===== src/verilog/sbrp_defines.vh =====
// What this block does
// - address, index and byte count of a write are each acknowledged
// - X data bytes go to locations N..N+X-1, each acknowledged
// - read opens with start, write address, index; both acknowledged
// - repeated start then read address, no stop; read address acknowledged
// - after read address ack the device first sends the byte count X
// - then data bytes from location N through N+X-1 follow
// - bus address picked by the address select strap level
// - straps sampled on first high level of power good input
`ifndef SBRP_DEFINES_VH
`define SBRP_DEFINES_VH
// ---------------------------------------------------------------
// bus addresses and byte layout
// ---------------------------------------------------------------
`define SBRP_ADDR_STRAP0 7'h68
`define SBRP_ADDR_STRAP1 7'h6a
`define SBRP_BITS_LAST 4'h8
`define SBRP_TX_LAST 4'h7
// ---------------------------------------------------------------
// register store
// ---------------------------------------------------------------
`define SBRP_CNT_IDX 8'h07
`define SBRP_CNT_MASK 8'h1f
`define SBRP_CNT_RST 8'h08
`define SBRP_MEM_RST 8'h00
`define SBRP_UNMAPPED 8'hff
`endif


===== src/verilog/sbrp_port.v =====
`timescale 1ns/10ps
`include "sbrp_defines.vh"
module sbrp_port #(
  parameter DEPTH = 8
) (
  input wire mclk_i,
  input wire rst_i,
  input wire scl_i,
  input wire sda_i,
  output wire sda_o,
  output wire sda_oe_o,
  input wire address_select_strap_i,
  input wire power_good_powerdown_n_i,
  output wire strap_latched_o,
  output wire [DEPTH*8-1:0] cfg_o
);
  // -------------------------------------------------------------
  // states
  // -------------------------------------------------------------
  localparam [5:0] S_IDLE = 6'h01;
  localparam [5:0] S_ADDR = 6'h02;
  localparam [5:0] S_ACK = 6'h04;
  localparam [5:0] S_RX = 6'h08;
  localparam [5:0] S_TX = 6'h10;
  localparam [5:0] S_HACK = 6'h20;

  localparam [1:0] ROLE_IDX = 2'h0;
  localparam [1:0] ROLE_CNT = 2'h1;
  localparam [1:0] ROLE_DAT = 2'h2;

  reg [5:0] state_reg;
  reg [7:0] shift_reg;
  reg [3:0] bit_cnt_reg;
  reg [1:0] role_reg;
  reg rw_reg;
  reg [7:0] index_reg;
  reg [7:0] wr_left_reg;
  reg scl_prev_reg;
  reg sda_prev_reg;
  reg sda_oe_reg;
  reg sda_o_reg;
  reg strap_done_reg;
  reg strap_sel_reg;
  wire [DEPTH*8-1:0] mem_flat;
  wire [7:0] cnt_byte;
  wire [7:0] nxt_byte;
  reg wr_en_reg;
  reg [7:0] wr_idx_reg;
  reg [7:0] wr_dat_reg;

  wire scl_rise;
  wire scl_fall;
  wire start_seen;
  wire stop_seen;
  wire [6:0] own_addr;

  // -------------------------------------------------------------
  // helpers
  // -------------------------------------------------------------
  function [7:0] rd_byte;
    input [7:0] idx;
    input [DEPTH*8-1:0] mem;
    integer k;
    begin
      rd_byte = `SBRP_UNMAPPED;
      for (k = 0; k < DEPTH; k = k + 1) begin
        if (idx == k[7:0]) begin
          rd_byte = mem[k*8 +: 8];
        end
      end
    end
  endfunction

  assign scl_rise = ~scl_prev_reg & scl_i;
  assign scl_fall = scl_prev_reg & ~scl_i;
  // pins are taken as synchronous, so a glitch-free bus is assumed
  assign start_seen = scl_prev_reg & scl_i & sda_prev_reg & ~sda_i;
  assign stop_seen = scl_prev_reg & scl_i & ~sda_prev_reg & sda_i;
  assign own_addr = strap_sel_reg ? `SBRP_ADDR_STRAP1 :
                    `SBRP_ADDR_STRAP0;

  assign sda_o = sda_o_reg;
  assign sda_oe_o = sda_oe_reg;
  assign strap_latched_o = strap_done_reg;
  assign cfg_o = mem_flat;
  assign cnt_byte = rd_byte(`SBRP_CNT_IDX, mem_flat) & `SBRP_CNT_MASK;
  assign nxt_byte = rd_byte(index_reg, mem_flat);

  // -------------------------------------------------------------
  // strap capture
  // -------------------------------------------------------------
  always @(posedge mclk_i) begin
    if (rst_i) begin
      strap_done_reg <= 1'b0;
      strap_sel_reg <= 1'b0;
    end else if (power_good_powerdown_n_i && !strap_done_reg) begin
      // later power good pulses leave the address alone
      strap_done_reg <= 1'b1;
      strap_sel_reg <= address_select_strap_i;
    end
  end

  // -------------------------------------------------------------
  // register store
  // -------------------------------------------------------------
  genvar g;
  generate
    for (g = 0; g < DEPTH; g = g + 1) begin : g_byte
      // one register per byte, so each flop has a single driver
      reg [7:0] byte_reg;
      assign mem_flat[g*8 +: 8] = byte_reg;
      always @(posedge mclk_i) begin
        if (rst_i) begin
          if (g == `SBRP_CNT_IDX) begin
            byte_reg <= `SBRP_CNT_RST;
          end else begin
            byte_reg <= `SBRP_MEM_RST;
          end
        end else if (wr_en_reg && wr_idx_reg == g) begin
          byte_reg <= wr_dat_reg;
        end
      end
    end
  endgenerate

  // -------------------------------------------------------------
  // bus engine
  // -------------------------------------------------------------
  always @(posedge mclk_i) begin
    if (rst_i) begin
      state_reg <= S_IDLE;
      shift_reg <= 8'h00;
      bit_cnt_reg <= 4'h0;
      role_reg <= ROLE_IDX;
      rw_reg <= 1'b0;
      index_reg <= 8'h00;
      wr_left_reg <= 8'h00;
      scl_prev_reg <= 1'b1;
      sda_prev_reg <= 1'b1;
      sda_oe_reg <= 1'b0;
      sda_o_reg <= 1'b0;
      wr_en_reg <= 1'b0;
      wr_idx_reg <= 8'h00;
      wr_dat_reg <= 8'h00;
    end else begin
      scl_prev_reg <= scl_i;
      sda_prev_reg <= sda_i;
      wr_en_reg <= 1'b0;
      if (start_seen) begin
        // a repeated start keeps the index for the read phase
        state_reg <= S_ADDR;
        bit_cnt_reg <= 4'h0;
        sda_oe_reg <= 1'b0;
      end else if (stop_seen) begin
        state_reg <= S_IDLE;
        sda_oe_reg <= 1'b0;
      end else begin
        case (state_reg)
          S_IDLE: begin
            sda_oe_reg <= 1'b0;
          end
          S_ADDR: begin
            if (scl_rise) begin
              shift_reg <= {shift_reg[6:0], sda_i};
              bit_cnt_reg <= bit_cnt_reg + 4'h1;
            end else if (scl_fall && bit_cnt_reg == `SBRP_BITS_LAST) begin
              bit_cnt_reg <= 4'h0;
              if (strap_done_reg && shift_reg[7:1] == own_addr) begin
                rw_reg <= shift_reg[0];
                role_reg <= ROLE_IDX;
                sda_oe_reg <= 1'b1;
                state_reg <= S_ACK;
              end else begin
                state_reg <= S_IDLE;
              end
            end
          end
          S_ACK: begin
            if (scl_fall) begin
              bit_cnt_reg <= 4'h0;
              if (rw_reg) begin
                // count byte comes first, from the count register
                shift_reg <= cnt_byte;
                sda_oe_reg <= ~cnt_byte[7];
                state_reg <= S_TX;
              end else begin
                sda_oe_reg <= 1'b0;
                state_reg <= S_RX;
              end
            end
          end
          S_RX: begin
            if (scl_rise) begin
              shift_reg <= {shift_reg[6:0], sda_i};
              bit_cnt_reg <= bit_cnt_reg + 4'h1;
            end else if (scl_fall && bit_cnt_reg == `SBRP_BITS_LAST) begin
              bit_cnt_reg <= 4'h0;
              sda_oe_reg <= 1'b1;
              state_reg <= S_ACK;
              case (role_reg)
                ROLE_IDX: begin
                  index_reg <= shift_reg;
                  role_reg <= ROLE_CNT;
                end
                ROLE_CNT: begin
                  wr_left_reg <= shift_reg;
                  role_reg <= ROLE_DAT;
                end
                default: begin
                  // bytes past the count are acked but dropped
                  if (wr_left_reg != 8'h00) begin
                    wr_en_reg <= 1'b1;
                    wr_idx_reg <= index_reg;
                    wr_dat_reg <= shift_reg;
                    index_reg <= index_reg + 8'h01;
                    wr_left_reg <= wr_left_reg - 8'h01;
                  end
                end
              endcase
            end
          end
          S_TX: begin
            if (scl_fall) begin
              if (bit_cnt_reg == `SBRP_TX_LAST) begin
                sda_oe_reg <= 1'b0;
                state_reg <= S_HACK;
              end else begin
                bit_cnt_reg <= bit_cnt_reg + 4'h1;
                shift_reg <= {shift_reg[6:0], 1'b0};
                sda_oe_reg <= ~shift_reg[6];
              end
            end
          end
          S_HACK: begin
            if (scl_rise && sda_i) begin
              state_reg <= S_IDLE;
            end else if (scl_fall) begin
              bit_cnt_reg <= 4'h0;
              shift_reg <= nxt_byte;
              sda_oe_reg <= ~nxt_byte[7];
              index_reg <= index_reg + 8'h01;
              state_reg <= S_TX;
            end
          end
          default: begin
            state_reg <= S_IDLE;
            sda_oe_reg <= 1'b0;
          end
        endcase
      end
    end
  end
endmodule // sbrp_port


===== config.mk =====
export PLATFORM = sky130hd
export DESIGN_NAME = sbrp_port
export DESIGN_NICKNAME = d
export VERILOG_FILES = /design/src/verilog/sbrp_port.v
export VERILOG_INCLUDE_DIRS = /design/src /design/src/verilog
export SDC_FILE = /design/constraint.sdc
export NUM_CORES = 1
export LEC_CHECK = 0
export ABC_AREA = 1
export BUFFER_PORTS_ARGS = -buffer_cell sky130_fd_sc_hd__buf_2
export CAP_MARGIN = 20
export CORE_MARGIN = 1
export CORE_UTILIZATION = 55
export DETAILED_ROUTE_END_ITERATION = 10
export GPL_TIMING_DRIVEN = 0
export PLACE_DENSITY = 0.77
export SKIP_CTS_REPAIR_TIMING = 1
export SYNTH_ARGS = -nofsm -noshare
export SYNTH_HDL_FRONTEND = slang
export SYNTH_SLANG_ARGS = --single-unit

===== constraint.sdc =====
create_clock -name mclk_i -period 5.03 [get_ports mclk_i]
set_clock_uncertainty 0.05 [all_clocks]
set_input_delay 0.2515 -clock mclk_i [delete_from_list [all_inputs] [get_ports mclk_i]]
set_output_delay 0.2515 -clock mclk_i [all_outputs]
set_load 0.02 [all_outputs]

; ---- Word-level counts from Yosys, hierarchy flattened
; Cells that the tools add are included.
[totals]
reg_bits = 123
latchBits = 0
ramBits = 0
rom_bits = 0
input_bits = 6
wordCells = 202
mem_count = 0
[op_classes]
add_sub_neg = 3
n_mul = 0
div = 0
magnitude_cmp = 0
eq_ne = 51
n_shift = 0
n_mux = 67
bitwise = 21
n_reduce_logical = 36
[op_table]
columns = cell, n
row1 = two-way mux 8 bit, 21
row2 = "equality test 8 x 3 -> 1 bit, second input constant", 8
row3 = two-way mux 6 bit, 9
row4 = case mux 8 bit (2 select lines), 3
row5 = AND reduction 9 bit, 5
row6 = case mux 6 bit (6 select lines), 1
row7 = "equality test 8 x 2 -> 1 bit, second input constant", 4
row8 = case mux 8 bit (4 select lines), 1
row9 = "inequality test 4 bit, second input constant", 7
row10 = "inequality test 2 bit, second input constant", 13
row11 = two-way mux 4 bit, 6
row12 = "equality test 8 x 1 -> 1 bit, second input constant", 2
row13 = zero test 8 bit, 2
row14 = two-way mux 2 bit, 8
row15 = case mux 4 bit (4 select lines), 1
row16 = inverter 1 bit, 14
row17 = AND reduction 7 bit, 2
row18 = logical AND 1 bit, 12
row19 = two-way mux 1 bit, 12
row20 = "inequality test 3 bit, second input constant", 4
row21 = AND reduction 6 bit, 2
row22 = AND reduction 10 bit, 1
row23 = "adder 8 x 1 -> 8 bit, second input constant", 1
row24 = case mux 2 bit (2 select lines), 2
row25 = 27 further kinds, 37

; ---- Logic depth before layout (Yosys ltp)
; Gate-level depths: netlist (run 1).
[logic_depth]
word_depth = 13
depth_mapped = 17

; ---- Least setup slack after synthesis (run 1)
; Ideal clock, no wire load.
[synth_timing]
path_kind = reg-to-reg
start = register index_reg[0]
end = register shift_reg[7]
setup_ps = 132
t_arrival_ps = 1614
t_required_ps = 4848
slack_ps = 3234
stages_incl_launch_ff = 14
period_less_slack_ps = 1796
cell_sequence = dfxtp_1 -> ha_1 -> inv_1 -> nor3_4 -> inv_4 -> or2_0 -> nand3_1 -> nand2_1 -> nand2_1 -> nand2_1 -> nand2_1 -> nand2_1 -> nand2_1 -> a21oi_1
[synth_between]
elab_chain_cells = 12
[synth_lines]
columns = element, line
row1 = start: declaration, sbrp_port.v:36  ; reg [7:0] index_reg;
row2 = start signal: assignment, sbrp_port.v:202  ; index_reg <= shift_reg;
row3 = start signal: assignment, sbrp_port.v:215  ; index_reg <= index_reg + 8'h01;
row4 = start signal: assignment, sbrp_port.v:241  ; index_reg <= index_reg + 8'h01;
row5 = zero test 8 bit, sbrp_port.v:67  ; if (idx == k[7:0]) begin
row6 = two-way mux 8 bit (7 in a row), sbrp_port.v:67
row7 = two-way mux 8 bit *, sbrp_port.v:67
row8 = two-way mux 8 bit *, sbrp_port.v:237  ; end else if (scl_fall) begin
row9 = two-way mux 8 bit *, sbrp_port.v:235  ; if (scl_rise && sda_i) begin
row10 = case mux 8 bit (4 select lines) *, sbrp_port.v:158  ; case (state_reg)
row11 = end signal: assignment, sbrp_port.v:164  ; shift_reg <= {shift_reg[6:0], sda_i};
row12 = end signal: assignment, sbrp_port.v:229  ; shift_reg <= {shift_reg[6:0], 1'b0};
row13 = end signal: assignment, sbrp_port.v:239  ; shift_reg <= nxt_byte;
row14 = end: declaration, sbrp_port.v:32  ; reg [7:0] shift_reg;
; Every way passes the cells marked *; elsewhere a longest branch is shown, timed or not. The select of a mux whose other input is x is not followed.
; A chain may end at the register's enable or synchronous reset.

; ---- Worst setup path after layout (run 1)
[layout_timing]
start = register index_reg[0]
end = register shift_reg[3]
; Same word-level chain as after synthesis.

==> impl_metrics.env, run 1 <==
export IMPL_ant_nets=0
export IMPL_finalPower_mw=2.892
export IMPL_async_reset_ff_frac=0
export IMPL_antenna_found_initial=0
export IMPL_fp_dieArea_um2=11500
export IMPL_postSynthCellCount=842
export IMPL_cp_arrival_ps=2650
export IMPL_cts_sinks=123
export IMPL_p_seq_frac=0.365
export IMPL_cts_tree="done"
export IMPL_clkLatencyLatePin_ps=550
export IMPL_place_worst_setup_slack_ps=2832
export IMPL_synth_seq_area_share=0.4043
export IMPL_layoutNonFillerInstCount=1089
export IMPL_status="finished clean"
export IMPL_syn_nets=856
export IMPL_regArea_um2=2462
export IMPL_p_int_mw=1.943
export IMPL_drive_above_1_share=0.1697
export IMPL_drt_wl_total_um=17170
export IMPL_grt_max_degree=17
export IMPL_globalplace_congestion=0.9726
export IMPL_avgViaCountPerCell=5.554
export IMPL_dieHeight_um=107.2
export IMPL_netlist_area_um2=6091
export IMPL_diodes=0
export IMPL_worstMarginPinSlew_ps=671.0
export IMPL_wire_per_inst_um=15.76
export IMPL_relSlewSlack=0.5526
export IMPL_critPathLaunchType="flop"
export IMPL_fill_cells=939
export IMPL_ir_drop_v=0.0002780
export IMPL_fin_crit_sh=0.4498
export IMPL_grt_pass1_vias=5450
export IMPL_min_period_ps=2263
export IMPL_multi_input_comb_area_um2=3129
export IMPL_fmax_mhz=442.0
export IMPL_critPathRequiredTime_ps=5420
export IMPL_grt_overflow=0
export IMPL_holdCritPathClass="primary input to flop"
export IMPL_grt_first_pass_wirelength_um=27080
export IMPL_critPathCaptureType="flop"
export IMPL_utilization=0.6715
export IMPL_place_inst=1053
export IMPL_vias=6048
export IMPL_initial_utilization=0.5643
export IMPL_port_buffers=71
export IMPL_final_cell_area_um2=7247
export IMPL_nNetsFinal=950
export IMPL_die_w_um=107.2
export IMPL_leakagePower_nw=3.166
export IMPL_p_sw_uw=948.4
export IMPL_fin_hold_ws_ps=68.46
export IMPL_power_density_nw_per_um2=399.0
export IMPL_drt_pre_antenna_iters=5
export IMPL_p_clk_frac=0.416
export IMPL_drt_iter0_drc=474
export IMPL_dp_hpwl_um=12610
export IMPL_grtUsageTotal=0.3115
export IMPL_drc_errors=0
export IMPL_synth_flop_cell="dfxtp_1"
export IMPL_p_comb_frac=0.219
export IMPL_cts_buffer_depth=2
export IMPL_synth_edf_count=0
export IMPL_setup_slack_ps=2767
export IMPL_cts_buffers_inserted=17
export IMPL_drv_cap=0
export IMPL_path_class="flop to flop"
export IMPL_area_delta_synth_final_pct=18.98
export IMPL_worstPathMaxFanout=7
export IMPL_reg2reg_setup_slack_ps=2770
export IMPL_cts_clk_slew_worst_paths_ps=60
export IMPL_final_hold_violation_count=0
export IMPL_mostFrequentLayoutCells="dfxtp_1 (123), nand2_1 (121), nor2_1 (116)"
export IMPL_largest_reg_flops=64
export IMPL_fp_coreArea_um2=10790
export IMPL_rsz0062_at_grt="false"
export IMPL_finalMaxSlewViolations=0
export IMPL_setup_tns_ps=0
export IMPL_ys_ff_latch=123
export IMPL_setup_viol=0
export IMPL_ys_warnings_count=0
export IMPL_io_pins=73
export IMPL_clockRootBuffer="clkbuf_8"
export IMPL_p_sw_frac=0.3279
export IMPL_yosysUniqueCellTypes=48
export IMPL_placed_cell_area_um2=6621
export IMPL_syn_avg_cell_area_um2=7.234
export IMPL_final_common_cell="dfxtp_1"
export IMPL_rows=38
export IMPL_cts_htree_levels=4
[final cells by class]
| type | count | area share |
|---|---|---|
| clock buffer | 19 | 0.06095 |
| clock inverter | 13 | 0.01985 |
| buffer | 29 | 0.01744 |
| tap | 140 | 0.02417 |
| timing repair buffer | 75 | 0.05456 |
| sequential | 123 | 0.3398 |
| inverter | 98 | 0.05145 |
| multi-input combinational | 592 | 0.4318 |
[final timing paths]
| path | start | to | cells after the start |
|---|---|---|---|
| setup / recovery | index_reg[0] | shift_reg[3] | 13 |
| hold / removal | rst_i | bit_cnt_reg[1] | 4 |
| setup reg to reg | index_reg[0] | shift_reg[3] | 13 |
| hold reg to reg | g_byte[7].byte_reg[5] | g_byte[7].byte_reg[5] | 2 |
[cell usage after synthesis (10+ instances only)]
master	instances	share of area
dfxtp_1	123	0.40
nand2_1	121	0.075
nor2_1	116	0.071
a21oi_1	100	0.082
o21ai_0	86	0.071
inv_1	84	0.052
a211oi_1	45	0.055
clkbuf_1	17	0.010
nand3_1	17	0.014
nor3_1	16	0.013
buf_2	11	0.0090
inv_2	10	0.0062
[worst max-delay path: stages (launching register included)]
cell,delay [ps]
dfxtp_1,340
inv_1,160
ha_1,210
nand2_1,60
nor2_1,400
nand3b_1,120
o21ai_0,100
o21ai_0,160
o21ai_0,180
nand2_1,100
nand2_1,70
nand2_1,50
nand2_1,70
a21oi_1,60
[power groups by stage]
stage	registers, mW	clock network (mW)	logic [mW]
floorplan	1.07	0	0.456
global placement	1.07	0	0.616
detailed placement	1.07	0	0.621
CTS	1.05	1.20	0.626
global route	1.06	1.26	0.702
finish	1.05	1.20	0.634
[layer usage]
layer	vias up	GRT usage	wire length (um)
met4	0	0.1429	500
met3	43	0.06991	1172
met1	2754	0.3914	7484
met5	-	0	0
met2	221	0.5074	8007
li1	3030	-	-
[cells by family (layout without fill, tap and decap cells)]
| kind of cell | Yosys count | after routing | synth area share |
|---|---|---|---|
| AO/OA/AOI/OAI | 254 | 254 | 0.2358 |
| XOR/XNOR | 8 | 8 | 0.01150 |
| adder cells (fa/ha/maj) | 8 | 8 | 0.01643 |
| buffers and inverters | 127 | 234 | 0.08196 |
| flip-flops | 123 | 123 | 0.4043 |
| other | 1 | 1 | 0.0006157 |
| AND/OR/NAND/NOR | 321 | 321 | 0.2494 |
No activity file was read; power rests on OpenSTA's default activity.
==> inputs of run 2 (changes only) <==
--- a/config.mk
+++ b/config.mk
@@ -10,10 +10,10 @@
 export BUFFER_PORTS_ARGS = -buffer_cell sky130_fd_sc_hd__buf_2
 export CAP_MARGIN = 20
 export CORE_MARGIN = 1
-export CORE_UTILIZATION = 55
+export CORE_UTILIZATION = 53
 export DETAILED_ROUTE_END_ITERATION = 10
 export GPL_TIMING_DRIVEN = 0
-export PLACE_DENSITY = 0.77
+export PLACE_DENSITY = 0.78
 export SKIP_CTS_REPAIR_TIMING = 1
 export SYNTH_ARGS = -nofsm -noshare
 export SYNTH_HDL_FRONTEND = slang
==> constraint.sdc (replaced) <==
create_clock -name mclk_i -period 2 [get_ports mclk_i]
set_clock_uncertainty 0.05 [all_clocks]
set_input_delay 0.1 -clock mclk_i [delete_from_list [all_inputs] [get_ports mclk_i]]
set_output_delay 0.1 -clock mclk_i [all_outputs]
set_load 0.02 [all_outputs]
==> impl_metrics.env, run 2 (synthesized netlist as in run 1, its figures left out) <==
export IMPL_fin_crit_sh=1.003
export IMPL_avgViaCountPerCell=5.720
export IMPL_wire_per_inst_um=16.52
export IMPL_cts_clk_slew_worst_paths_ps=50
export IMPL_grt_overflow=0
export IMPL_antenna_found_initial=0
export IMPL_worstPathMaxFanout=7
export IMPL_holdCritPathClass="primary input to flop"
export IMPL_cts_sinks=123
export IMPL_reg2reg_from="index_reg[4]"
export IMPL_ant_nets=0
export IMPL_setup_slack_ps=-6.057
export IMPL_reg2reg_setup_slack_ps=-6
export IMPL_clkLatencyLatePin_ps=420
export IMPL_place_inst=1053
export IMPL_globalplace_congestion=0.9193
export IMPL_crit_buf_inv=2
export IMPL_drive_above_1_share=0.2682
export IMPL_clockRootBuffer="clkbuf_16"
export IMPL_cts_tree="done"
export IMPL_multi_input_comb_area_um2=3478
export IMPL_drt_wl_total_um=18390
export IMPL_area_delta_synth_final_pct=28.72
export IMPL_critPathRequiredTime_ps=2220
export IMPL_io_pins=73
export IMPL_layoutNonFillerInstCount=1113
export IMPL_violations="negative setup slack"
export IMPL_ir_drop_v=0.0009017
export IMPL_p_seq_frac=0.349
export IMPL_mostFrequentLayoutCells="dfxtp_1 (111), nand2_1 (101), nor2_1 (99), a21oi_1 (99), buf_2 (80)"
export IMPL_p_sw_mw=2.581
export IMPL_relSlewSlack=0.5413
export IMPL_critPathLaunchType="flop"
export IMPL_diodes=0
export IMPL_min_to="bit_cnt_reg[0]"
export IMPL_grt_pass1_vias=5432
export IMPL_nNetsFinal=974
export IMPL_fp_dieArea_um2=11920
export IMPL_p_comb_frac=0.274
export IMPL_drv_cap=0
export IMPL_fill_cells=857
export IMPL_setup_viol=1
export IMPL_vias=6366
export IMPL_p_sw_frac=0.3367
export IMPL_r2r_end="shift_reg[7]"
export IMPL_leakagePower_nw=3.351
export IMPL_fin_hold_ws_ps=23.85
export IMPL_critical_path_top_delay_family="simple AND/OR/NAND/NOR gates"
export IMPL_rsz0062_at_grt="true"
export IMPL_final_hold_violation_count=0
export IMPL_initial_utilization=0.5522
export IMPL_p_int_mw=5.083
export IMPL_utilization=0.7108
export IMPL_die_w_um=109.2
export IMPL_largest_reg_flops=64
export IMPL_rr_worst_depth=14
export IMPL_cts_htree_levels=4
export IMPL_grt_max_degree=17
export IMPL_dp_hpwl_um=12460
export IMPL_rows=38
export IMPL_grtUsageTotal=0.2986
export IMPL_power_density_nw_per_um2=977.6
export IMPL_cts_buffer_depth=2
export IMPL_cp_arrival_ps=2220
export IMPL_min_period_ps=2006
export IMPL_regArea_um2=2487
export IMPL_fmax_mhz=498.5
export IMPL_drt_iter0_drc=763
export IMPL_path_class="flop to flop"
export IMPL_cts_buffers_inserted=17
export IMPL_cp_slowest_cell="dfxtp_4"
export IMPL_worstMarginPinSlew_ps=688.1
export IMPL_drc_errors=0
export IMPL_dieHeight_um=109.2
export IMPL_status="finished with violations"
export IMPL_critPathCaptureType="flop"
export IMPL_path_cells="nor2_4 -> nand2_4 -> buf_12 -> nor3_4 -> buf_4 -> a21oi_1 -> nand3_1 -> nand2_1 -> nand2_2 -> nand2_1 -> nand2_1 -> nand2_1 -> nand2_1 -> a21oi_1"
export IMPL_grt_first_pass_wirelength_um=27110
export IMPL_port_buffers=71
export IMPL_hold_path_depth=4
export IMPL_fp_coreArea_um2=11030
export IMPL_finalMaxSlewViolations=0
export IMPL_crit_top_cell="nand2_1"
export IMPL_final_common_cell="dfxtp_1"
export IMPL_hold_start="rst_i"
export IMPL_drt_pre_antenna_iters=5
export IMPL_critPathMaxStageDelay_ps=360
export IMPL_path_depth=14
export IMPL_p_clk_frac=0.376
run 2: worst max-delay path by stage:
| stage | start | end | slack [ps] |
|---|---|---|---|
| finish | index_reg[4] | shift_reg[7] | -6 |
| global route | index_reg[4] | shift_reg[0] | -80 |
| CTS | index_reg[0] | shift_reg[2] | -290 |
| detailed placement | index_reg[0] | shift_reg[2] | -280 |
| global placement | index_reg[0] | shift_reg[2] | -270 |
| floorplan | index_reg[0] | shift_reg[7] | 200 |
run 2: metal layers:
metal / vias up / routed length [um] / share of wire / track usage
met4: 0 / 639 / 0.035 / 0.1305
li1: 3083 / - / - / -
met3: 59 / 1629 / 0.089 / 0.07233
met5: - / 0 / 0 / 0
met2: 336 / 8552 / 0.47 / 0.4735
met1: 2888 / 7565 / 0.41 / 0.3847
run 2: layout make-up:
| class | count | area share |
|---|---|---|
| sequential | 123 | 0.3173 |
| timing repair inverter | 1 | 0.0009575 |
| clock inverter | 10 | 0.01181 |
| tap | 140 | 0.02234 |
| multi-input combinational | 593 | 0.4437 |
| timing repair buffer | 98 | 0.07676 |
| clock buffer | 22 | 0.05921 |
| buffer | 28 | 0.01867 |
| inverter | 98 | 0.04931 |
run 2: through the flow:
stage | setup slack [ps] | total power [mW] | setup TNS, ps | area [um2]
finish | -6.057 | 7.664 | -6.057 | 7840
global route | -81.62 | 7.999 | -1143 | 7840
CTS | -291.8 | 7.113 | -4328 | 7178
detailed placement | -279.4 | 4.258 | -3595 | 6621
global placement | -272.8 | 4.250 | -3092 | 6621
floorplan | 203.6 | 3.826 | 0 | 6091
run 2: worst reg2reg max path: stages, from the launching register on:
cell,delay [ps]
dfxtp_4,360
nor2_4,130
nand2_4,130
buf_12,160
nor3_4,260
buf_4,170
a21oi_1,30
nand3_1,100
nand2_1,70
nand2_2,90
nand2_1,60
nand2_1,50
nand2_1,40
nand2_1,60
a21oi_1,70
run 2: power groups by stage:
stage / clock (mW) / combinational [mW] / sequential [mW]
after floorplan: 0 / 1.15 / 2.68
after global placement: 0 / 1.55 / 2.70
after detailed placement: 0 / 1.56 / 2.70
after CTS: 2.90 / 1.57 / 2.65
after global routing: 3.03 / 2.29 / 2.69
final: 2.89 / 2.10 / 2.68
